$ cat config.mk
export PLATFORM = sky130hd
export DESIGN_NAME = rfsd_top
export DESIGN_NICKNAME = d
export VERILOG_FILES = /design/src/inc/rfsd_pkg.sv /design/src/logic/rfsd_serial_rx.sv /design/src/logic/rfsd_top.sv
export SDC_FILE = /design/constraint.sdc
export NUM_CORES = 1
export LEC_CHECK = 0
export ABC_AREA = 0
export BUFFER_PORTS_ARGS = -buffer_cell sky130_fd_sc_hd__buf_2
export CORE_MARGIN = 4
export CORE_UTILIZATION = 35
export CTS_CLUSTER_DIAMETER = 100
export DETAILED_ROUTE_END_ITERATION = 12
export PLACE_DENSITY = 0.6
export SYNTH_ARGS = -nofsm -noshare
export SYNTH_HDL_FRONTEND = slang
export SYNTH_SLANG_ARGS = --single-unit
export TNS_END_PERCENT = 30
$ cat constraint.sdc
create_clock -name mclk -period 4.8 [get_ports mclk]
set_input_delay 0.48 -clock mclk [delete_from_list [all_inputs] [get_ports mclk]]
set_output_delay 0.48 -clock mclk [all_outputs]
set_load 0.005 [all_outputs]
$ cat src/inc/rfsd_pkg.sv
// package: constants, field layouts and types of the rf divider and power-down control
package rfsd_pkg;

	localparam int WORD_W = 24;
	localparam int N_W = 13;
	localparam int FD_W = 7;
	localparam int TOT_W = 20;

	// register-select codes carried in the low three bits of each word
	localparam logic [2:0] SEL_DIV_CFG = 3'h3;
	localparam logic [2:0] SEL_N_WORD = 3'h4;
	localparam logic [2:0] SEL_BOOST = 3'h5;
	localparam logic [2:0] SEL_MISC = 3'h6;
	localparam int SEL_LSB = 0;

	// field positions
	localparam int DIV_PRESC_BIT = 22;
	localparam int DIV_FD_LSB = 3;
	localparam int NW_PD_BIT = 23;
	localparam int NW_N_LSB = 10;
	localparam int NW_FN_LSB = 3;
	localparam int BOOST_ZERO_BIT = 23;
	localparam int BOOST_LSB = 3;
	localparam int MISC_PDM_BIT = 8;

	// reset values: divider word powered down with a legal high-prescaler ratio
	localparam logic [23:0] DIV_CFG_RST = 24'h400003;
	localparam logic [23:0] N_WORD_RST = 24'h814004;
	localparam logic [23:0] BOOST_RST = 24'h000005;
	localparam logic [23:0] MISC_RST = 24'h000006;

	// divide arithmetic and legal ranges
	localparam logic [N_W-1:0] LOW_N_MIN = 13'h0028;
	localparam logic [N_W-1:0] LOW_N_MAX = 13'h0FFF;
	localparam logic [N_W-1:0] HIGH_N_MIN = 13'h0050;
	localparam logic [N_W-1:0] HIGH_N_MAX = 13'h1FFF;
	localparam logic [N_W-1:0] LOW_N_FLOOR = 13'h0018;
	localparam logic [N_W-1:0] HIGH_N_FLOOR = 13'h0030;
	localparam logic [7:0] FD_ZERO_VALUE = 8'h80;

	localparam logic [1:0] OM_INTEGER = 2'h0;
	localparam logic [1:0] OM_FRACTIONAL = 2'h1;

	// split of the main divide word
	typedef struct packed {
		logic [8:0] coarse_count;
		logic [1:0] mid_swallow_count;
		logic [1:0] fine_swallow_count;
	} rfsd_ndiv_s;

	// boost / mode controls, bits 22:3 of the boost word
	typedef struct packed {
		logic [1:0] slip_reduction_ctrl;
		logic [1:0] synth_op_mode;
		logic [1:0] boost_pump_gain;
		logic [13:0] boost_timeout_count;
	} rfsd_boost_s;

	typedef enum logic [1:0] {
		PD_RUN,
		PD_WAIT_CP,
		PD_DOWN
	} rfsd_pd_e;

endpackage

$ cat src/logic/rfsd_serial_rx.sv
// serial programming shifter: shifts on clock rises, presents the word on latch
`timescale 1ns/10ps
`default_nettype none
module rfsd_serial_rx (
	input wire logic mclk, // system clock
	input wire logic rst_sync_n, // synchronised reset, active low
	input wire logic shift_stb, // one-cycle pulse per serial clock rise
	input wire logic shift_bit, // synchronised serial data
	input wire logic latch_stb, // one-cycle pulse per latch rise
	output logic [rfsd_pkg::WORD_W-1:0] word_q, // last latched word
	output logic load_q // one-cycle pulse, word_q is new
);

	logic [rfsd_pkg::WORD_W-1:0] shreg_q;

	// msb first; never gated by power-down so words keep landing
	always_ff @(posedge mclk or negedge rst_sync_n) begin
		if (!rst_sync_n) begin
			shreg_q <= 24'h000000;
			word_q <= 24'h000000;
			load_q <= 1'b0;
		end else begin
			if (shift_stb) begin
				shreg_q <= {shreg_q[rfsd_pkg::WORD_W-2:0], shift_bit};
			end
			if (latch_stb) begin
				word_q <= shreg_q;
			end
			load_q <= latch_stb;
		end
	end

endmodule
`default_nettype wire

$ cat src/logic/rfsd_top.sv
// rf feedback divider decode and power-down sequencing behind the serial port
`timescale 1ns/10ps
`default_nettype none
// Summary of operation
// RULE1: low prescaler takes main_divide_word only from 40 to 4095.
// RULE2: high prescaler takes main_divide_word only from 80 to 8191.
// RULE3: ratio is prescaler times coarse, plus four times mid, plus fine.
// RULE4: high prescaler: the word is the plain binary divide ratio.
// RULE5: low prescaler: third lowest word bit is ignored in all divide math.
// RULE6: high prescaler: host never writes 0 to 47.
// RULE7: high prescaler 48..79: fractional mode only listed values, integer all.
// RULE8: low prescaler: host never writes 0 to 23.
// RULE9: low prescaler 24..39: fractional mode only listed values, integer all.
// RULE10: fractional mode uses the word directly; integer mode mixes numerator, denominator.
// RULE11: power-down stops feedback divider and floats its input.
// RULE12: power-down also stops the reference divider.
// RULE13: reference input floats only when rf and if both power down.
// RULE14: power-down three-states charge pump and phase comparator.
// RULE15: serial port keeps shifting and latching during power-down.
// RULE16: mode-select bit 8 of misc word picks sync or async power-down.
// RULE17: sync mode: power-down waits for the charge-pump pulse to finish.
// RULE18: async mode: power-down takes effect at once.
// RULE19: boost word layout: 0, slip, op mode, pump gain, timeout, select 101.
// RULE20: integer mode total is word times denominator plus numerator.
// RULE21: prescaler_select 0 is the eight family, 1 the sixteen family.
// RULE22: synth_op_mode 0 integer, 1 fractional, 2 and 3 reserved.
// RULE23: out-of-range word is flagged unsupported, never clamped.
module rfsd_top (
	input wire logic mclk, // 125 MHz system clock
	input wire logic rst_n, // async reset, active low
	input wire logic prog_clk, // serial programming clock pin
	input wire logic prog_data, // serial programming data pin
	input wire logic prog_latch, // serial latch enable pin
	input wire logic if_synth_powerdown, // if synthesizer power-down level
	input wire logic cp_event_done, // charge-pump pulse finished, one cycle
	output logic fb_div_enable_q, // feedback divider running
	output logic fb_input_hiz_q, // feedback input floated and debiased
	output logic ref_div_enable_q, // reference divider running
	output logic ref_osc_input_hiz_q, // reference input floated
	output logic cp_tristate_q, // charge pump and phase comparator off
	output logic prescaler_select_q, // 0 eight family, 1 sixteen family
	output rfsd_pkg::rfsd_ndiv_s ndiv_q, // counter fields in use
	output logic [rfsd_pkg::N_W-1:0] div_ratio_q, // main divide ratio
	output logic [rfsd_pkg::TOT_W-1:0] total_div_q, // complete divide value
	output logic frac_mode_q, // loop runs fractional-n
	output logic n_unsupported_q, // word illegal for prescaler and mode
	output rfsd_pkg::rfsd_boost_s boost_cfg_q // boost and mode controls
);

	logic [1:0] rst_pipe_q;
	logic rst_sync_n;
	logic [3:0] meta_q;
	logic [3:0] sync_q;
	logic [1:0] prev_q;
	logic [23:0] div_cfg_q;
	logic [23:0] n_word_q;
	logic [23:0] misc_q;
	logic [23:0] rx_word;
	logic rx_load;
	rfsd_pkg::rfsd_pd_e pd_state_q;
	rfsd_pkg::rfsd_pd_e pd_state_d;

	// reset release through two flops
	always_ff @(posedge mclk or negedge rst_n) begin
		if (!rst_n) begin
			rst_pipe_q <= 2'h0;
		end else begin
			rst_pipe_q <= {rst_pipe_q[0], 1'b1};
		end
	end
	assign rst_sync_n = rst_pipe_q[1];

	// pin synchronisers; edge detect only looks at the second stage
	always_ff @(posedge mclk or negedge rst_sync_n) begin
		if (!rst_sync_n) begin
			meta_q <= 4'h0;
			sync_q <= 4'h0;
			prev_q <= 2'h0;
		end else begin
			meta_q <= {if_synth_powerdown, prog_latch, prog_data, prog_clk};
			sync_q <= meta_q;
			prev_q <= {sync_q[2], sync_q[0]};
		end
	end

	wire shift_stb = sync_q[0] & ~prev_q[0];
	wire latch_stb = sync_q[2] & ~prev_q[1];
	wire if_pd = sync_q[3];

	rfsd_serial_rx u_rx (
		.mclk(mclk),
		.rst_sync_n(rst_sync_n),
		.shift_stb(shift_stb),
		.shift_bit(sync_q[1]),
		.latch_stb(latch_stb),
		.word_q(rx_word),
		.load_q(rx_load)
	);

	wire [2:0] rx_sel = rx_word[rfsd_pkg::SEL_LSB +: 3];

	// register file, loaded whatever the power-down state
	always_ff @(posedge mclk or negedge rst_sync_n) begin
		if (!rst_sync_n) begin
			div_cfg_q <= rfsd_pkg::DIV_CFG_RST;
			n_word_q <= rfsd_pkg::N_WORD_RST;
			misc_q <= rfsd_pkg::MISC_RST;
			boost_cfg_q <= rfsd_pkg::BOOST_RST[22:3];
		end else if (rx_load) begin // RULE15
			if (rx_sel == rfsd_pkg::SEL_DIV_CFG) div_cfg_q <= rx_word;
			if (rx_sel == rfsd_pkg::SEL_N_WORD) n_word_q <= rx_word;
			if (rx_sel == rfsd_pkg::SEL_MISC) misc_q <= rx_word;
			if (rx_sel == rfsd_pkg::SEL_BOOST) boost_cfg_q <= rx_word[22:3]; // RULE19
		end
	end

	// field decode
	wire presc_high = div_cfg_q[rfsd_pkg::DIV_PRESC_BIT]; // RULE21
	wire [6:0] fd_raw = div_cfg_q[rfsd_pkg::DIV_FD_LSB +: rfsd_pkg::FD_W];
	wire [7:0] fd_val = (fd_raw == 7'h00) ? rfsd_pkg::FD_ZERO_VALUE : {1'b0, fd_raw};
	wire [12:0] n_word = n_word_q[rfsd_pkg::NW_N_LSB +: rfsd_pkg::N_W];
	wire [6:0] fn_val = n_word_q[rfsd_pkg::NW_FN_LSB +: rfsd_pkg::FD_W];
	wire pd_req = n_word_q[rfsd_pkg::NW_PD_BIT];
	wire pd_sync_mode = misc_q[rfsd_pkg::MISC_PDM_BIT]; // RULE16
	wire frac_mode = (boost_cfg_q.synth_op_mode == rfsd_pkg::OM_FRACTIONAL); // RULE22

	// low prescaler drops the third lowest bit from the mid field
	wire [1:0] mid_eff = presc_high ? n_word[3:2] : {n_word[3], 1'b0}; // RULE5
	wire [12:0] coarse_term = presc_high ? {n_word[12:4], 4'h0} : {1'b0, n_word[12:4], 3'h0};
	wire [12:0] ratio = coarse_term + {9'h000, mid_eff, 2'h0} + {11'h000, n_word[1:0]}; // RULE3 RULE4
	// widen before multiplying: a 13-bit product would wrap above 8191
	wire [19:0] int_total = 20'(ratio) * 20'(fd_val) + 20'(fn_val); // RULE20

	// legality check; gaps in the short span apply to fractional mode only
	function automatic logic ratio_legal(input logic [12:0] r, input logic hi, input logic fr);
		logic gap_ok;
		// each prescaler has its own list; the low list is not a scaled high list
		gap_ok = hi ?
			((r <= 13'h0031) || (r == 13'h0034) || (r == 13'h0035) ||
			((r >= 13'h0040) && (r[1:0] != 2'h3))) :
			((r <= 13'h0019) || (r == 13'h001C) || (r == 13'h001D) ||
			((r >= 13'h0020) && (r != 13'h0023) && (r != 13'h0027)));
		if (r < (hi ? rfsd_pkg::HIGH_N_FLOOR : rfsd_pkg::LOW_N_FLOOR)) begin
			return 1'b0;
		end else if (r < (hi ? rfsd_pkg::HIGH_N_MIN : rfsd_pkg::LOW_N_MIN)) begin
			return !fr || gap_ok;
		end else begin
			return r <= (hi ? rfsd_pkg::HIGH_N_MAX : rfsd_pkg::LOW_N_MAX);
		end
	endfunction
	wire legal = ratio_legal(ratio, presc_high, frac_mode); // RULE1 RULE2 RULE6 RULE7 RULE8 RULE9

	// divider outputs; an illegal word passes unchanged, only flagged
	always_ff @(posedge mclk or negedge rst_sync_n) begin
		if (!rst_sync_n) begin
			prescaler_select_q <= 1'b0;
			ndiv_q <= '0;
			div_ratio_q <= 13'h0000;
			total_div_q <= 20'h00000;
			frac_mode_q <= 1'b0;
			n_unsupported_q <= 1'b0;
		end else begin
			prescaler_select_q <= presc_high;
			ndiv_q <= {n_word[12:4], mid_eff, n_word[1:0]};
			div_ratio_q <= ratio;
			total_div_q <= frac_mode ? {7'h00, ratio} : int_total; // RULE10
			frac_mode_q <= frac_mode;
			n_unsupported_q <= !legal; // RULE23
		end
	end

	// power-down sequencing; sync mode holds off until the pump pulse ends
	always_comb begin
		pd_state_d = pd_state_q;
		case (pd_state_q)
			rfsd_pkg::PD_RUN: begin
				if (pd_req && !pd_sync_mode) pd_state_d = rfsd_pkg::PD_DOWN; // RULE18
				else if (pd_req && cp_event_done) pd_state_d = rfsd_pkg::PD_DOWN; // RULE17
				else if (pd_req) pd_state_d = rfsd_pkg::PD_WAIT_CP;
			end
			rfsd_pkg::PD_WAIT_CP: begin
				if (!pd_req) pd_state_d = rfsd_pkg::PD_RUN;
				else if (cp_event_done || !pd_sync_mode) pd_state_d = rfsd_pkg::PD_DOWN; // RULE17
			end
			rfsd_pkg::PD_DOWN: begin
				if (!pd_req) pd_state_d = rfsd_pkg::PD_RUN;
			end
			default: pd_state_d = rfsd_pkg::PD_RUN;
		endcase
	end

	wire down_d = (pd_state_d == rfsd_pkg::PD_DOWN);

	// outputs follow the next state so they change with it
	always_ff @(posedge mclk or negedge rst_sync_n) begin
		if (!rst_sync_n) begin
			pd_state_q <= rfsd_pkg::PD_DOWN;
			fb_div_enable_q <= 1'b0;
			fb_input_hiz_q <= 1'b1;
			ref_div_enable_q <= 1'b0;
			ref_osc_input_hiz_q <= 1'b0;
			cp_tristate_q <= 1'b1;
		end else begin
			pd_state_q <= pd_state_d;
			fb_div_enable_q <= !down_d; // RULE11
			fb_input_hiz_q <= down_d; // RULE11
			ref_div_enable_q <= !down_d; // RULE12
			ref_osc_input_hiz_q <= down_d && if_pd; // RULE13
			cp_tristate_q <= down_d; // RULE14
		end
	end

	// checks start one edge after release, once outputs have left their reset values
	logic chk_run_q;
	always_ff @(posedge mclk or negedge rst_sync_n) begin
		if (!rst_sync_n) begin
			chk_run_q <= 1'b0;
		end else begin
			chk_run_q <= 1'b1;
		end
	end
endmodule
`default_nettype wire

==> flow_summary.json, run 1 <==
{
  "maxCapViolCount": 0,
  "synth_edf_count": 0,
  "clkPwrFrac_pct": 34.7,
  "ios": 81,
  "die_x_um": 175,
  "postSynthAreaPerCell_um2": 11.3,
  "layout-drive-gt1-share_pct": 38.7,
  "start_kind": "register",
  "final_nets": 1185,
  "rows": 61,
  "cts_buffers": 17,
  "critical_path_arrival_ns": 5.77,
  "die_area_um2": 30800,
  "async_flop_share_pct": 100,
  "firstDrtPassIters": 5,
  "root_buffer": "clkbuf_16",
  "htreeDepth": 4,
  "crit_type": "register to register",
  "p_leak_nw": 6.42,
  "fin_ws_ns": -0.692,
  "p_comb_share_pct": 22.9,
  "status": "finished, violations left",
  "ys.flop_type": "dfrtp_1",
  "rsz0062_at_grt": "yes",
  "finClkSkew_ns": 0.0152,
  "setup_viol": 12,
  "placed_area_um2": 11600,
  "p_total_w": 0.00424,
  "seqPwrFrac_pct": 42.3,
  "fin_cells": 1443,
  "start_util_pct": 35.4,
  "viasPerCell": 4.64,
  "hp-class": "primary input to register",
  "clkTransAtPathRegs_ns": 0.08,
  "grt_max_degree": 94,
  "finalHoldViolCount": 0,
  "vias": 6692,
  "cts_tree": "done",
  "clk_path_buf_depth": 2,
  "finalCritPeriodShare_pct": 114,
  "required_ns": 5.07,
  "drtAntennaViolNets": 0,
  "synth_top_cell_by_area": "dfrtp_1",
  "insertion_delay_ns": 0.43,
  "cts_sinks": 162,
  "grt_use_total_pct": 15.2,
  "grt_pass1_wl_mm": 37.5,
  "synth-seq-area-share_pct": 41.4,
  "intPower_w": 0.00289,
  "vdd_drop_max_uv": 214,
  "yosys_warnings": 0,
  "drcViolationCount": 0,
  "fp.coreArea_um2": 27700,
  "power_switching_w": 0.00135,
  "dp_hpwl_mm": 16.5,
  "timing.critical_path.from": "div_cfg_q[22]$_DFFE_PN1P_",
  "io_buffers": 80,
  "synth_area_leaders": "dfrtp_1, fa_1, mux2_2, ha_1, inv_1",
  "grt_pass1_vias": 7151,
  "pre_cts_ws_ns": -0.816,
  "die_h_um": 175,
  "post-place-cells": 1398,
  "hold_slack_ns": 0.144,
  "powerDensity_nw_per_um2": 339,
  "tightest_slew_ns": 1.00,
  "max_freq_mhz": 182,
  "switching_share_pct": 31.9,
  "worstHoldStart": "prog_clk",
  "slew_viol_final": 0,
  "postSynthCellCount": 869,
  "wl_per_cell_um": 15.4,
  "area_growth_pct": 27.2,
  "r2r_start": "div_cfg_q[22]$_DFFE_PN1P_",
  "yosysTopAreaCellShare_pct": 39.8,
  "gp_congestion": 0.841,
  "min_period_ns": 5.49,
  "syn-num-nets": 1002,
  "drt-initial-drc-count": 332,
  "crit_path_end_kind": "register",
  "fin_area_um2": 12500,
  "ys_types": 60,
  "violations": "negative setup slack",
  "routed_wl_mm": 22.2,
  "path_max_fanout": 7,
  "diodes": 0,
  "synth_area_um2": 9820,
  "antenna_found_initial": 0,
  "synth_seq_cells": 162,
  "slew_headroom_pct": 32.9,
  "grt-ovfl-total": 0
}
power groups by stage:
stage                     combinational (W)  sequential, W  clock (W)
after CTS                          0.000976        0.00180    0.00151
after global placement             0.000942        0.00182          0
after detailed placement           0.000967        0.00183          0
after global routing                0.00109        0.00183    0.00157
after floorplan                    0.000546        0.00179          0
final                              0.000971        0.00179    0.00147
critical path: stages, from the launching register on:
cell	delay, ns
dfstp_2	0.61
buf_4	0.14
mux2_4	0.31
and4_4	0.20
a211o_1	0.32
o311ai_4	0.10
inv_2	0.11
buf_4	0.15
and2_4	0.15
fa_1	0.50
fa_1	0.43
fa_1	0.49
inv_1	0.05
fa_1	0.51
inv_2	0.05
ha_4	0.20
or3_4	0.34
o21ai_4	0.08
a211oi_2	0.07
o31ai_2	0.26
nand3_1	0.09
nor3b_2	0.17
final cells by class:
cell class	instances	area [um^2]
repair buffers	207	1380
well taps	378	473
clock buffers	17	425
fillers	2597	15200
flip-flops and latches	162	4070
inverters	114	428
clock inverters	15	209
multi-input cells	550	5500
cells in the mapped netlist, drive strengths merged, types with 4 or more instances:
cell type,count
a21oi,16
buf,10
nand3,10
mux2,89
xnor2,14
ha,54
and2,66
a311oi,4
and4,5
o21ai,28
mux2i,4
clkbuf,33
inv,114
dfstp,6
xor2,4
nand2b,9
and3,10
fa,72
nand2,77
nor3,6
a211oi,9
dfrtp,156
nor2,18
nand4,5
a21o,7
or3,4
nor2b,4
stage by stage:
step,util [%],TNS (ns)
floorplan,-,-6.23
global placement,41.8,-5.52
detailed placement,41.8,-6.08
CTS,44.6,-5.41
global route,45.1,-7.69
finish,45.1,-4.98
cells in the final DEF, fill, tap and decap left out, types with 6 or more instances in the layout:
cell and count:
a21o_1 7, a21oi_1 10, a21oi_2 6, and2_1 55, and2_4 8, and3_1 8, buf_2 80, buf_4 122
clkbuf_16 17, dfrtp_1 155, dfstp_2 6, fa_1 72, ha_1 43, ha_4 11, inv_1 105, inv_2 9
mux2_2 88, nand2_1 76, nand2b_1 8, nand3_1 9, nor2_1 18, o21ai_0 19, xnor2_1 11
sequential cells by signal, summed over array words and instances (netlist names):
register	cells
rst_pipe_q	2
sync_q	4
u_rx.load_q	1
misc_q	1
frac_mode_q	1
ref_osc_input_hiz_q	1
cp_tristate_q	1
u_rx.word_q	24
n_word_q	21
pd_state_q	2
total_div_q	20
ndiv_q	10
ref_div_enable_q	1
div_cfg_q	8
div_ratio_q	13
prev_q	2
boost_cfg_q	20
prescaler_select_q	1
meta_q	4
u_rx.shreg_q	24
n_unsupported_q	1
final timing paths:
check                                            end  slack (ns)  cells after the start
setup / recovery           total_div_q[19]$_DFF_PN0_       -0.69                     21
hold / removal                   meta_q[0]$_DFF_PN0_        0.14                      1
setup reg to reg           total_div_q[19]$_DFF_PN0_       -0.69                     21
hold reg to reg              rst_pipe_q[1]$_DFF_PN0_        0.35                      0
max in group asynchronous   total_div_q[7]$_DFF_PN0_        3.35                      1
min in group asynchronous    rst_pipe_q[1]$_DFF_PN0_        0.35                      2
routing by layer:
layer / vias to the layer above / track usage, % / wire [um] / part of all wire [%]
li1: 3199 / - / - / -
met1: 3335 / 20.8 / 10400 / 47
met2: 130 / 24.7 / 10400 / 47
met3: 28 / 3.12 / 1010 / 4.5
met4: 0 / 4.00 / 364 / 1.6
met5: - / 0 / 0 / 0
repair_timing:
action / 4_1_cts / 5_1_grt
gates resized for setup: 13 / 27
hold endpoints to repair: 2 / 0
setup endpoints to repair: 12 / 13
hold buffers: 1 / 0
pin swaps: 12 / 29
setup buffers: 8 / 4
cells by family after synthesis:
family,count (synthesis),synth area share [%]
muxes,93,10.8
DFF,162,41.4
adders and majority gates,126,21.6
and+or+nand+nor,224,12.1
xor gates and xnor gates,18,1.61
buffers and inverters,157,6.32
other,1,0.0382
AOI/OAI and AO/OA,88,6.17
No activity file was read; power rests on OpenSTA's default activity.
==> run 2: changes to the inputs <==
--- a/config.mk
+++ b/config.mk
@@ -12,6 +12,7 @@
 export CTS_CLUSTER_DIAMETER = 100
 export DETAILED_ROUTE_END_ITERATION = 12
 export PLACE_DENSITY = 0.6
+export RECOVER_POWER = 50
 export SYNTH_ARGS = -nofsm -noshare
 export SYNTH_HDL_FRONTEND = slang
 export SYNTH_SLANG_ARGS = --single-unit
==> run 2 against run 1 <==
Against the previous run:
- the run ends with max-capacitance violations, max-slew violations, negative setup slack left
- via count shrank 0.12%
- combinational power shrank 0.4%
- final cell count stayed put
- die area is the same
- flip-flop and latch count is the same
- non-clock buffer count unchanged
- largest cell class unchanged
==> flow_summary.json, run 2 (synthesized netlist as in run 1, its figures left out) <==
{
  "status": "finished, violations left",
  "violations": "max-capacitance violations, max-slew violations, negative setup slack",
  "reg2reg_to": "total_div_q[19]$_DFF_PN0_",
  "start_kind": "register",
  "layout-drive-gt1-share_pct": 37.7,
  "grt_pass1_wl_mm": 37.5,
  "drcViolationCount": 0,
  "p_total_w": 0.00423,
  "max_stage_delay_ns": 0.61,
  "clk_path_buf_depth": 2,
  "start_util_pct": 35.4,
  "hp-class": "primary input to register",
  "clkTransAtPathRegs_ns": 0.08,
  "insertion_delay_ns": 0.43,
  "htreeDepth": 4,
  "rrSetupSlack_ns": -0.69,
  "holdPathStages": 1,
  "finClkSkew_ns": 0.0124,
  "layout_common_cells": "dfrtp_1, buf_4, inv_1",
  "worstHoldStart": "prog_clk",
  "path_max_fanout": 7,
  "fin_ws_ns": -0.687,
  "vias": 6684,
  "required_ns": 5.08,
  "ios": 81,
  "nFillCells": 2603,
  "routed_wl_mm": 22.2,
  "p_leak_nw": 6.40,
  "io_buffers": 80,
  "finalCritPeriodShare_pct": 114,
  "timing.critical_path.from": "div_cfg_q[22]$_DFFE_PN1P_",
  "gp_congestion": 0.841,
  "cp_common_cell": "fa_1",
  "grt_max_degree": 94,
  "rsz0062_at_grt": "yes",
  "slew_viol_final": 68,
  "critical_path_arrival_ns": 5.76,
  "grt-ovfl-total": 0,
  "die_h_um": 175,
  "final_nets": 1185,
  "powerDensity_nw_per_um2": 340,
  "slew_headroom_pct": -84.8,
  "finalCoreUtilization_pct": 45.0,
  "tightest_slew_ns": 2.77,
  "die_area_um2": 30800,
  "grt_pass1_vias": 7151,
  "cts_sinks": 162,
  "grt_use_total_pct": 15.2,
  "crit_type": "register to register",
  "rr_worst_depth": 21,
  "cp_cell_sequence": "buf_4 -> mux2_4 -> and4_4 -> a211o_1 -> o311ai_4 -> inv_2 -> buf_4 -> and2_4 -> fa_1 -> fa_1 -> fa_1 -> inv_1 -> fa_1 -> inv_2 -> ha_4 -> or3_4 -> o21ai_4 -> a211oi_2 -> o31ai_2 -> nand3_1 -> nor3b_2",
  "die_x_um": 175,
  "viasPerCell": 4.63,
  "antenna_found_initial": 0,
  "cts_tree": "done",
  "layout_top_registers": "u_rx.shreg_q: 24 flops, u_rx.word_q: 24 flops, n_word_q: 21 flops",
  "area_growth_pct": 26.9,
  "crit_path_end_kind": "register",
  "path_buf_inv": 5,
  "max_freq_mhz": 182,
  "diodes": 0,
  "whs_endpoint": "meta_q[0]$_DFF_PN0_",
  "fp.coreArea_um2": 27700,
  "setup_viol": 12,
  "cp_slowest_cell": "dfstp_2",
  "r2r_start": "div_cfg_q[22]$_DFFE_PN1P_",
  "maxCapViolCount": 1,
  "vdd_drop_max_uv": 215,
  "drtAntennaViolNets": 0,
  "dp_hpwl_mm": 16.5,
  "cts_buffers": 17,
  "cpLargestDelayFamily": "adder cells",
  "min_period_ns": 5.49,
  "root_buffer": "clkbuf_16",
  "mostFrequentLayoutCell": "dfrtp_1",
  "wl_per_cell_um": 15.4,
  "rows": 61,
  "firstDrtPassIters": 5,
  "finalHoldViolCount": 0,
  "drt-initial-drc-count": 340
}
## run 2: changes by cell type in the layout (fill, tap and decap cells not counted)
| cell | previous run | this run |
|---|---|---|
| and2_0 | 0 | 1 |
| dfrtp_4 | 1 | 0 |
| dfstp_1 | 0 | 3 |
| clkbuf_4 | 0 | 3 |
| buf_2 | 80 | 79 |
| dfrtp_1 | 155 | 156 |
| dfstp_2 | 6 | 3 |
| and2_1 | 55 | 54 |
| buf_4 | 122 | 114 |
| clkbuf_1 | 0 | 6 |
## run 2: worst max path at each step
stage | cells past startpoint | slack (ns) | to
3_5_place_dp | 19 | -0.82 | total_div_q[19]$_DFF_PN0_
3_3_place_gp | 19 | -0.72 | total_div_q[19]$_DFF_PN0_
5_1_grt | 22 | -0.86 | total_div_q[19]$_DFF_PN0_
2_1_floorplan | 25 | -0.78 | total_div_q[19]$_DFF_PN0_
6_report | 21 | -0.69 | total_div_q[19]$_DFF_PN0_
4_1_cts | 21 | -0.71 | total_div_q[16]$_DFF_PN0_
## run 2: power by group
group / internal [W] / switching (W) / total [W] / leakage (nW)
Combinational: 0.000465 / 0.000502 / 0.000967 / 3.96
Sequential: 0.00161 / 0.000180 / 0.00179 / 2.13
Clock: 0.000803 / 0.000668 / 0.00147 / 0.307
## run 2: what timing repair did
action | CTS | global route
endpoints found under the hold margin | 2 | 0
pin swaps | 12 | 29
setup endpoints to repair | 12 | 13
setup buffers | 8 | 4
gates resized for setup | 13 | 27
hold buffers | 1 | 0
## run 2: layout make-up
class | count | area [um^2] | share of cell area, %
Timing Repair Buffer | 207 | 1360 | 10.9
Tap cell | 378 | 473 | 3.80
Clock inverter | 15 | 209 | 1.68
Clock buffer | 17 | 425 | 3.41
Multi-Input combinational cell | 550 | 5500 | 44.2
Sequential cell | 162 | 4060 | 32.6
Inverter | 114 | 428 | 3.43
## run 2: per-stage QoR
stage                     instances  hold WS [ns]  TNS [ns]  worst slack [ns]  cell area (um^2)
after floorplan                 869         0.184     -6.23            -0.776             10100
after global placement         1398         0.268     -5.52            -0.721             11600
after detailed placement       1398         0.269     -6.08            -0.816             11600
after CTS                      1439         0.124     -5.41            -0.705             12400
after global routing           1443         0.118     -7.71            -0.863             12500
final                          1443         0.145     -4.97            -0.687             12500
## run 2: metal layers
metal / GRT usage (%) / vias to the layer above / routed length, um
met3: 3.12 / 24 / 910
met5: 0 / - / 0
met2: 24.7 / 127 / 10500
met1: 20.8 / 3329 / 10500
met4: 4.00 / 0 / 333
li1: - / 3204 / -
## run 2: worst reg2reg max path: cells and delay by family (launching register included)
family | cells | cell delay, ns
compound gates | 5 | 0.83
fa+ha+maj | 5 | 2.13
buf+inv | 5 | 0.50
flops | 1 | 0.61
mux | 1 | 0.31
simple gates | 5 | 0.96
==> run 3: changes to the inputs <==
--- a/config.mk
+++ b/config.mk
@@ -7,13 +7,16 @@
 export LEC_CHECK = 0
 export ABC_AREA = 0
 export BUFFER_PORTS_ARGS = -buffer_cell sky130_fd_sc_hd__buf_2
+export CELL_PAD_IN_SITES_DETAIL_PLACEMENT = 1
+export CELL_PAD_IN_SITES_GLOBAL_PLACEMENT = 1
 export CORE_MARGIN = 4
 export CORE_UTILIZATION = 35
 export CTS_CLUSTER_DIAMETER = 100
 export DETAILED_ROUTE_END_ITERATION = 12
-export PLACE_DENSITY = 0.6
+export PLACE_DENSITY = 0.7
 export RECOVER_POWER = 50
+export SKIP_CTS_REPAIR_TIMING = 1
 export SYNTH_ARGS = -nofsm -noshare
 export SYNTH_HDL_FRONTEND = slang
 export SYNTH_SLANG_ARGS = --single-unit
-export TNS_END_PERCENT = 30
+export TNS_END_PERCENT = 10
==> run 3 against run 2 <==
Against the previous run:
- the flow finishes with violations (negative setup slack)
- global-route usage rose by 1.5 points
- clock skew rose by 0.00076 ns
- via count rose by 1.9%
- highest routed layer unchanged
==> flow_summary.json, run 3 (synthesized netlist as in run 1, its figures left out) <==
{
  "critical_path_arrival_ns": 5.90,
  "fin_area_um2": 12300,
  "grt_pass1_wl_mm": 41.0,
  "maxCapViolCount": 0,
  "finClkSkew_ns": 0.0132,
  "fin_ws_ns": -0.830,
  "area_growth_pct": 25.6,
  "die_h_um": 175,
  "ios": 81,
  "max_stage_delay_ns": 0.55,
  "layout_common_cells": "dfrtp_1, buf_4, inv_1",
  "required_ns": 5.07,
  "layout_top_registers": "u_rx.shreg_q: 24 flops, u_rx.word_q: 24 flops, n_word_q: 21 flops",
  "worstHoldStart": "prog_data",
  "finalSetupTns_ns": -6.33,
  "vdd_drop_max_uv": 221,
  "insertion_delay_ns": 0.43,
  "placed_area_um2": 11600,
  "nFillCells": 3044,
  "min_period_ns": 5.63,
  "mostFrequentLayoutCell": "dfrtp_1",
  "cts_tree": "done",
  "drt-initial-drc-count": 289,
  "rsz0062_at_grt": "yes",
  "dp_hpwl_mm": 18.5,
  "wl_per_cell_um": 17.2,
  "cts_sinks": 162,
  "antenna_found_initial": 0,
  "status": "finished, violations left",
  "grt_use_total_pct": 16.6,
  "fp.coreArea_um2": 27700,
  "routed_wl_mm": 24.6,
  "p_total_w": 0.00414,
  "slew_viol_final": 0,
  "crit_type": "register to register",
  "slew_headroom_pct": 39.0,
  "tightest_slew_ns": 0.914,
  "grt_pass1_vias": 7682,
  "io_buffers": 80,
  "finalCritPeriodShare_pct": 117,
  "r2r_start": "n_word_q[14]$_DFFE_PN1P_",
  "cts_buffers": 17,
  "die_area_um2": 30800,
  "cp_common_cell": "fa_1",
  "drcViolationCount": 0,
  "firstDrtPassIters": 4,
  "gp_congestion": 0.826,
  "vias": 6808,
  "cp_slowest_cell": "dfstp_2",
  "hold_slack_ns": 0.152,
  "start_kind": "register",
  "root_buffer": "clkbuf_16",
  "finalHoldViolCount": 0,
  "final_nets": 1178,
  "hp-class": "primary input to register",
  "timing.critical_path.from": "n_word_q[14]$_DFFE_PN1P_",
  "setup_viol": 13,
  "path_max_fanout": 6,
  "drtAntennaViolNets": 0,
  "rows": 61,
  "cp_cell_sequence": "nor2b_4 -> ha_4 -> ha_4 -> nand3_4 -> a2111oi_4 -> xnor2_2 -> mux2i_4 -> inv_2 -> and2_2 -> fa_1 -> fa_1 -> fa_1 -> inv_1 -> fa_1 -> inv_2 -> ha_4 -> or3_4 -> o21ai_4 -> buf_4 -> a21oi_2 -> a21o_1 -> a211oi_2 -> nor4_1",
  "p_leak_nw": 6.35,
  "layout-drive-gt1-share_pct": 36.9,
  "powerDensity_nw_per_um2": 336,
  "start_util_pct": 35.4,
  "grt_max_degree": 94,
  "crit_path_end_kind": "register",
  "diodes": 0,
  "max_freq_mhz": 178,
  "die_x_um": 175,
  "htreeDepth": 4,
  "clk_path_buf_depth": 2,
  "grt-ovfl-total": 0,
  "clkTransAtPathRegs_ns": 0.07,
  "viasPerCell": 4.74,
  "violations": "negative setup slack"
}
==> run 3: report_power, final <==
part / switching (W) / internal, W / total (W)
registers: 0.000193 / 0.00161 / 0.00181
logic: 0.000509 / 0.000473 / 0.000981
clock network: 0.000643 / 0.000709 / 0.00135
total: 0.00134 / 0.00280 / 0.00414
==> run 3: cell type report <==
class | count | area (um^2) | area share (%)
well taps | 378 | 473 | 3.84
clock inverters | 13 | 119 | 0.964
flip-flops and latches | 162 | 4070 | 33.0
multi-input cells | 550 | 5480 | 44.5
clock buffers | 19 | 453 | 3.67
inverters | 114 | 428 | 3.47
repair buffers | 200 | 1310 | 10.6
==> run 3: worst paths after layout <==
path / end / slack (ns) / depth (start not counted)
worst max-delay path: total_div_q[17]$_DFF_PN0_ / -0.83 / 23
worst min-delay path: meta_q[1]$_DFF_PN0_ / 0.15 / 1
worst max register to register: total_div_q[17]$_DFF_PN0_ / -0.83 / 23
worst min register to register: sync_q[0]$_DFF_PN0_ / 0.34 / 0
max in group asynchronous: pd_state_q[1]$_DFF_PN1_ / 3.34 / 1
min in group asynchronous: rst_pipe_q[1]$_DFF_PN0_ / 0.35 / 2
==> run 3: per-stage QoR <==
step / std cells / setup slack, ns / util, %
3_5_place_dp: 1395 / -0.956 / 41.8
4_1_cts: 1427 / -0.985 / 43.8
2_1_floorplan: 869 / -0.776 / -
6_report: 1436 / -0.830 / 44.5
5_1_grt: 1436 / -1.08 / 44.5
3_3_place_gp: 1395 / -0.793 / 41.8
==> run 3: routing by layer <==
metal / wire, um / global-route usage [%] / up-vias
met5: 0 / 0 / -
met1: 11100 / 22.0 / 3489
met2: 12400 / 28.9 / 109
met4: 305 / 3.54 / 0
met3: 794 / 2.88 / 25
li1: - / - / 3185
==> run 3: worst max-delay path, delay by kind of cell, from the launching register on <==
family                   cells  cell delay (ns)
AO/OA/AOI/OAI                5             0.81
XOR/XNOR                     1             0.12
adder cells (fa/ha/maj)      7             2.54
buffers and inverters        4             0.34
flip-flops                   1             0.55
multiplexers                 1             0.16
AND/OR/NAND/NOR              5             0.94
